`src/rtl/rmu_map.svh`:
```
`ifndef RMU_MAP_SVH
`define RMU_MAP_SVH
`define RMU_WORD_W 32
`define RMU_OPC_ROTMASK 6'h17
`define RMU_OPC_EXT 6'h1f
`define RMU_XO_INSBIT 10'h219
`define RMU_CR0_W 4
`endif

```
`src/rtl/rmu_pkg.sv`:
```
package rmu_pkg;
	// Operation selected by the decoder
	typedef enum logic [2:0] {
		RMU_OP_NONE = 3'h1,
		RMU_OP_ROTMASK = 3'h2,
		RMU_OP_INSBIT = 3'h4
	} rmu_op_type;
endpackage

```
`src/rtl/rmu_top.sv`:
```
`timescale 1ns/1ps
`include "rmu_map.svh"
// Contract
// RQ1: Opcode 23 in bits 0-5 selects rotate-mask
// RQ2: Fields: source, dest, amount, begin, end, record
// RQ3: Rotate left by amount register bits 27-31
// RQ4: AND rotated word with generated mask
// RQ5: Begin below end+1: ones begin..end
// RQ6: Begin equals end+1: all ones
// RQ7: Begin above end+1: zeros end+1..begin-1
// RQ8: Record flag updates condition field zero
// RQ9: Rotate-mask never alters exception register
// RQ10: Opcode 31, extended 537 selects insert-bit
// RQ11: Source bit 0 rotated right, inserted
// RQ12: Insert-bit record flag updates condition field
// RQ13: Insert-bit never alters exception register
// RQ14: Other destination bits kept unchanged
// RQ15: Bit 0 is the most significant bit
// RQ16: Signed compare with zero, copy overflow
module rmu_top (
	input wire logic sys_clk_i, // Core clock
	input wire logic reset_n_i, // Async reset, active low
	input wire logic issue_i, // Instruction valid pulse
	input wire logic [31:0] instr_i, // Instruction word
	input wire logic [31:0] source_data_i, // Source register value
	input wire logic [31:0] amount_data_i, // Amount register value
	input wire logic [31:0] dest_data_i, // Old destination value
	input wire logic summary_ovf_i, // Current summary overflow
	input wire logic [31:0] xer_i, // Exception register value
	output logic [4:0] source_reg_field_o, // Source register index
	output logic [4:0] amount_reg_field_o, // Amount register index
	output logic wr_en_o, // Destination write pulse
	output logic [4:0] dest_reg_field_o, // Destination index
	output logic [31:0] wr_data_o, // Destination data
	output logic cr_wr_o, // Condition field write pulse
	output logic [3:0] condition_field_o, // neg,pos,zero,ovf
	output logic xer_wr_o, // Exception register write
	output logic [31:0] xer_o, // Exception register data
	output logic illegal_o // Unknown instruction pulse
);
	// Field decode, msb-first numbering maps bit n to 31-n
	logic [5:0] opcode; // Primary opcode
	logic [9:0] ext_opcode; // Extended opcode
	logic [4:0] mask_begin; // Mask begin field
	logic [4:0] mask_end; // Mask end field
	logic record_flag; // Record form
	logic [4:0] rot_count; // Rotate count
	rmu_pkg::rmu_op_type op; // Decoded operation
	logic [31:0] rotated; // Rotated source
	logic [31:0] mask; // Generated mask
	logic [31:0] result_nxt; // Result to write
	logic [3:0] cr_nxt; // Condition field value
	logic [31:0] rot_ref; // Reference rotation, read by checks only

	// Decode helper shared by write, record and refuse paths
	function automatic logic op_known(input rmu_pkg::rmu_op_type o);
		return o != rmu_pkg::RMU_OP_NONE;
	endfunction

	// Condition field of a result: neg, pos, zero, overflow copy
	function automatic logic [3:0] cond_of(input logic [31:0] w,
		input logic so);
		return {w[31], ~w[31] && (|w), ~(|w), so};
	endfunction

	// Decoded registers are combinational on the same-cycle port
	always_comb begin
		opcode = instr_i[31:26]; // RQ1 RQ15
		ext_opcode = instr_i[10:1]; // RQ10
		mask_begin = instr_i[10:6]; // RQ2
		mask_end = instr_i[5:1]; // RQ2
		record_flag = instr_i[0]; // RQ2
		rot_count = amount_data_i[4:0]; // RQ3
		// Reference rotation for the checks, independent of the rotator
		rot_ref = (source_data_i << amount_data_i[4:0])
			| (source_data_i >> (6'h20 - {1'b0, amount_data_i[4:0]}));
	end

	// Operation select
	always_comb begin
		if (opcode == `RMU_OPC_ROTMASK) begin
			op = rmu_pkg::RMU_OP_ROTMASK; // RQ1
		end else if (opcode == `RMU_OPC_EXT && ext_opcode == `RMU_XO_INSBIT) begin
			op = rmu_pkg::RMU_OP_INSBIT; // RQ10
		end else begin
			op = rmu_pkg::RMU_OP_NONE;
		end
	end

	rmu_rotator u_rot (
		.data_i(source_data_i),
		.count_i(rot_count),
		.data_o(rotated)
	);

	rmu_mask_gen u_mask (
		.mask_begin_i(mask_begin),
		.mask_end_i(mask_end),
		.mask_o(mask)
	);

	// Result and condition computation
	always_comb begin
		case (op)
			rmu_pkg::RMU_OP_ROTMASK: begin
				result_nxt = rotated & mask; // RQ4
			end
			rmu_pkg::RMU_OP_INSBIT: begin
				// Msb position n lands at word bit 31-n; others kept
				result_nxt = dest_data_i; // RQ14
				result_nxt[5'h1f - rot_count] = source_data_i[31]; // RQ11
			end
			default: begin
				result_nxt = dest_data_i;
			end
		endcase
		cr_nxt = cond_of(result_nxt, summary_ovf_i); // RQ16
	end

	// Source, amount and destination index outputs register the fields for the next stage
	always_ff @(posedge sys_clk_i or negedge reset_n_i) begin
		if (!reset_n_i) begin
			source_reg_field_o <= 5'h00;
			amount_reg_field_o <= 5'h00;
			dest_reg_field_o <= 5'h00;
		end else if (issue_i) begin
			source_reg_field_o <= instr_i[25:21]; // RQ2
			dest_reg_field_o <= instr_i[20:16]; // RQ2
			amount_reg_field_o <= instr_i[15:11]; // RQ2
		end
	end

	// Destination write
	always_ff @(posedge sys_clk_i or negedge reset_n_i) begin
		if (!reset_n_i) begin
			wr_en_o <= 1'b0;
			wr_data_o <= 32'h0000_0000;
			illegal_o <= 1'b0;
		end else begin
			wr_en_o <= issue_i && op_known(op); // RQ1 RQ10
			illegal_o <= issue_i && !op_known(op); // RQ10
			if (issue_i) begin
				wr_data_o <= result_nxt;
			end
		end
	end

	// Condition field zero, only in record form
	always_ff @(posedge sys_clk_i or negedge reset_n_i) begin
		if (!reset_n_i) begin
			cr_wr_o <= 1'b0;
			condition_field_o <= 4'h0;
		end else begin
			cr_wr_o <= issue_i && op_known(op) && record_flag; // RQ8 RQ12
			// Refused words leave the field alone as well
			if (issue_i && op_known(op) && record_flag) begin
				condition_field_o <= cr_nxt; // RQ16
			end
		end
	end

	// Exception register is never written by these operations
	always_ff @(posedge sys_clk_i or negedge reset_n_i) begin
		if (!reset_n_i) begin
			xer_wr_o <= 1'b0;
			xer_o <= 32'h0000_0000;
		end else begin
			xer_wr_o <= 1'b0; // RQ9 RQ13
			xer_o <= xer_i; // Echo unchanged value
		end
	end
endmodule

```
`src/rtl/rmu_mask_gen.sv`:
```
`timescale 1ns/1ps
`include "rmu_map.svh"
// Mask generator, bit 0 is the most significant bit
module rmu_mask_gen (
	input wire logic [4:0] mask_begin_i, // First mask bit
	input wire logic [4:0] mask_end_i, // Last mask bit
	output logic [`RMU_WORD_W-1:0] mask_o // Generated mask
);
	always_comb begin
		for (int i = 0; i < `RMU_WORD_W; i++) begin
			// Index i counts from msb, so word bit is 31-i
			if (mask_begin_i <= mask_end_i) begin
				mask_o[31-i] = (i >= mask_begin_i) && (i <= mask_end_i); // RQ5 RQ15
			end else if ({1'b0, mask_begin_i} == {1'b0, mask_end_i} + 6'h01) begin
				mask_o[31-i] = 1'b1; // RQ6
			end else begin
				// Wrapped: clear end+1 .. begin-1
				mask_o[31-i] = (i <= mask_end_i) || (i >= mask_begin_i); // RQ7
			end
		end
	end
endmodule

```
`src/rtl/rmu_rotator.sv`:
```
`timescale 1ns/1ps
`include "rmu_map.svh"
// Left rotator, used by rotate-mask only
module rmu_rotator (
	input wire logic [`RMU_WORD_W-1:0] data_i, // Word to rotate
	input wire logic [4:0] count_i, // Left rotate count
	output logic [`RMU_WORD_W-1:0] data_o // Rotated word
);
	logic [2*`RMU_WORD_W-1:0] dbl; // Doubled word
	always_comb begin
		dbl = {data_i, data_i} << count_i;
		data_o = dbl[2*`RMU_WORD_W-1:`RMU_WORD_W]; // RQ3
	end
endmodule

```
`config.mk`:
```
export PLATFORM = sky130hd
export DESIGN_NAME = rmu_top
export DESIGN_NICKNAME = d
export VERILOG_FILES = /design/src/rtl/rmu_pkg.sv /design/src/rtl/rmu_top.sv /design/src/rtl/rmu_mask_gen.sv /design/src/rtl/rmu_rotator.sv
export VERILOG_INCLUDE_DIRS = /design/src /design/src/rtl
export SDC_FILE = /design/constraint.sdc
export NUM_CORES = 1
export LEC_CHECK = 0
export BUFFER_PORTS_ARGS = -buffer_cell sky130_fd_sc_hd__clkbuf_2
export CAP_MARGIN = 20
export CORE_MARGIN = 4
export CORE_UTILIZATION = 40
export CTS_BUF_LIST = sky130_fd_sc_hd__clkbuf_4 sky130_fd_sc_hd__clkbuf_8
export DETAILED_ROUTE_END_ITERATION = 16
export PLACE_DENSITY = 0.69
export SYNTH_ARGS = -nofsm -noshare
export SYNTH_HDL_FRONTEND = slang
export SYNTH_SLANG_ARGS = --single-unit
```
`constraint.sdc`:
```
create_clock -name sys_clk_i -period 0.8 [get_ports sys_clk_i]
set_input_delay 0.04 -clock sys_clk_i [delete_from_list [all_inputs] [get_ports sys_clk_i]]
set_output_delay 0.04 -clock sys_clk_i [all_outputs]
set_load 0.01 [all_outputs]
```
==> summary.md <==
| Metric | Value |
|---|---|
| Outcome | `complete, but fails checks` |
| Failing checks | `negative setup slack` |
| Hold crit path type | `in -> reg` |
| Post-layout min period | `2550 ps` |
| Yosys reg bits | `86` |
| DP HPWL | `28.7 mm` |
| R2r setup slk | `-210 ps` |
| Die area | `20,800 um2` |
| Sw Share | `37.6%` |
| Vias per inst | `6.38` |
| Clock power share | `19.1%` |
| Final worst slack | `-1750 ps` |
| Tcrit/Tclk final | `319%` |
| TritonCTS Buffers | `9` |
| First-pass GRT wire length | `56.4 mm` |
| Total congestion overflow | `0` |
| Drt wl/cell | `25.0 um` |
| Synth warn | `0` |
| Max transition margin | `37.3%` |
| F_max | `0.392 GHz` |
| Final Hold Viols | `0` |
| Commonest non-fill, non-tap cells in the layout | `buf_4, clkbuf_2, dfrtp_1` |
| ANT nets after route | `0` |
| Residual DRC | `0` |
| Height of the die | `144 um` |
| Maximum vdd ir drop | `0.00108 V` |
| Setup violators final | `133` |
| Ys flop type | `dfrtp_1` |
| RSZ-0062 raised after global routing | `yes` |
| Slew Viols, Final | `0` |
| Max-cap violations | `0` |
| Distinct cells, synth | `72` |
| Syn_nets | `1,008` |
| Area Growth Syn to Fin | `86.9%` |
| Vias in the first global route | `9,580` |
| Core Area | `18,100 um2` |
| Clock transition at the registers of the reported paths | `110 ps` |
| Port-buffer cells | `222` |
| Syn avg cell area | `8.89 um2` |
| Synth Instances | `834` |
| CP Max Fanout | `6` |
| Post-synth ARST share | `100%` |
| Worst-Margin Slew | `941 ps` |
| Post-synth EDFFs | `0` |
| Int Pwr | `9630 uW` |
| Nets | `1,593` |
| Placed Area | `11,000 um2` |
| DR iter-0 viols | `1,559` |
| P per Cell Area | `1110 nW/um2` |
| GRT Resource Usage Total | `35.4%` |
| Combinational share of power | `49.3%` |
| Final instance area | `13,900 um2` |
| DP Worst Slack | `-2270 ps` |
| Synthesized area | `7420 um2` |
| Clk_lat worst skew | `360 ps` |
| Critical Path End Type | `register` |
| Crit path kind | `in -> reg` |
| Startpoint class of the critical path | `input pin` |
| Leakage power | `0.00627 uW` |
| Worst Skew | `0 ps` |
| Seq/Total Area, Yosys | `29.0%` |
| Die Width | `144 um` |
| Most common cell after layout, fill and taps aside | `buf_4` |
| Rows | `49` |
| Initial antenna violation count | `1` |
| H-tree levels | `3` |
| Final setup TNS | `-61,850 ps` |
| Worst endpoint required time | `1050 ps` |
| Ports | `251` |
| Final WL | `41.4 mm` |
| Largest net degree at the start of global routing | `46` |
| P_sw | `5800 uW` |
| Starting Density | `41.0%` |
| TritonCTS clock tree | `built` |
| CTS max path bufs | `2` |
| DRT Pass-1 Iters | `8` |
| Clock sink count | `86` |
| Root Buffer Master | `clkbuf_8` |
| Routability cong. | `1.07` |
| Register share of total power | `31.7%` |
| Critical path arrival | `2800 ps` |
| Fraction of layout cells with a size suffix above 1 | `60.7%` |
| Via Count | `10,550` |
## metrics by stage
step	cells	total power [uW]	utilization (%)	hold WS, ps
global route	1654	15900	76.7	35.3
global placement	1505	10500	60.9	-52.2
finish	1654	15400	76.7	51.0
CTS	1621	14300	71.5	10.7
floorplan	834	7620	-	-256
detailed placement	1505	10600	60.9	-51.4
## cell usage after synthesis (17+ instances only)
master	count	area (um2)
mux2i_1	40	400
nand2_1	52	195
a31oi_1	22	138
a21oi_1	53	265
a21o_1	17	128
mux2_2	43	484
nand3_1	21	105
nor2_1	94	353
dfrtp_1	86	2150
o21ai_0	40	200
nor3_1	20	100
mux4_2	33	743
clkbuf_1	48	180
## logic make-up after synthesis
group,share of synthesized area (%)
AO/OA/AOI/OAI,25.2
XOR/XNOR,0.658
adder cells (fa/ha/maj),1.69
buffers and inverters,5.30
flip-flops,29.0
multiplexers,21.9
other,0.0506
AND/OR/NAND/NOR,16.2
## critical path, stage by stage
cell and delay [ps]:
clkbuf_16 150, buf_12 140, mux4_2 380, mux2i_1 120, buf_4 150, buf_4 120, a222oi_1 780, a31oi_4 190
o22ai_1 260, nor4_2 80, o2111a_1 180, a22o_1 200
## area by class of cell
class | count | area, um2
fill | 1123 | 4220
tap | 229 | 287
clock inverter | 7 | 55.1
multi-input combinational | 655 | 6110
antenna | 1 | 2.50
sequential | 86 | 2150
clock buffer | 9 | 124
timing repair buffer | 649 | 5060
inverter | 18 | 75.1
## flip-flops by register name (all words and copies together), names as in the netlist
| register | flops |
|---|---|
| amount_reg_field_o | 5 |
| condition_field_o | 4 |
| cr_wr_o | 1 |
| dest_reg_field_o | 5 |
| illegal_o | 1 |
| source_reg_field_o | 5 |
| wr_data_o | 32 |
| wr_en_o | 1 |
| xer_o | 32 |
## power groups by stage
stage	combinational, uW	sequential (uW)	clock, uW
6_report	7600	4890	2940
5_1_grt	7900	4920	3120
4_1_cts	6630	4830	2890
3_5_place_dp	5650	4920	0
3_3_place_gp	5600	4900	0
2_1_floorplan	2540	5080	0
## what timing repair did
item	CTS	global route
hold endpoints to repair	134	0
endpoints found under the setup margin	125	130
resized for setup	165	158
pin swaps	45	64
hold buffers	49	0
cloned	4	0
setup buffers	54	45
## layer usage
layer  share of wire, %  vias up  GRT usage, %
met5                  0        -             0
met4                7.9        0          17.5
met3                 11      259          6.28
met2                 46      938          57.3
met1                 35     4976          45.8
li1                   -     4377             -
## final timing paths
| path | start | to | cells after the start |
|---|---|---|---|
| worst max-delay path | amount_data_i[0] | condition_field_o[1]$_DFFE_PN0P_ | 12 |
| worst min-delay path | dest_data_i[1] | wr_data_o[1]$_DFFE_PN0P_ | 3 |
| worst max register to register | wr_data_o[7]$_DFFE_PN0P_ | wr_data_o[7]$_DFFE_PN0P_ | 4 |
| worst min register to register | wr_data_o[9]$_DFFE_PN0P_ | wr_data_o[9]$_DFFE_PN0P_ | 1 |
| max in group asynchronous | reset_n_i | xer_o[31]$_DFF_PN0_ | 3 |
| min in group asynchronous | reset_n_i | source_reg_field_o[3]$_DFFE_PN0P_ | 2 |
No activity file was read; power rests on OpenSTA's default activity.
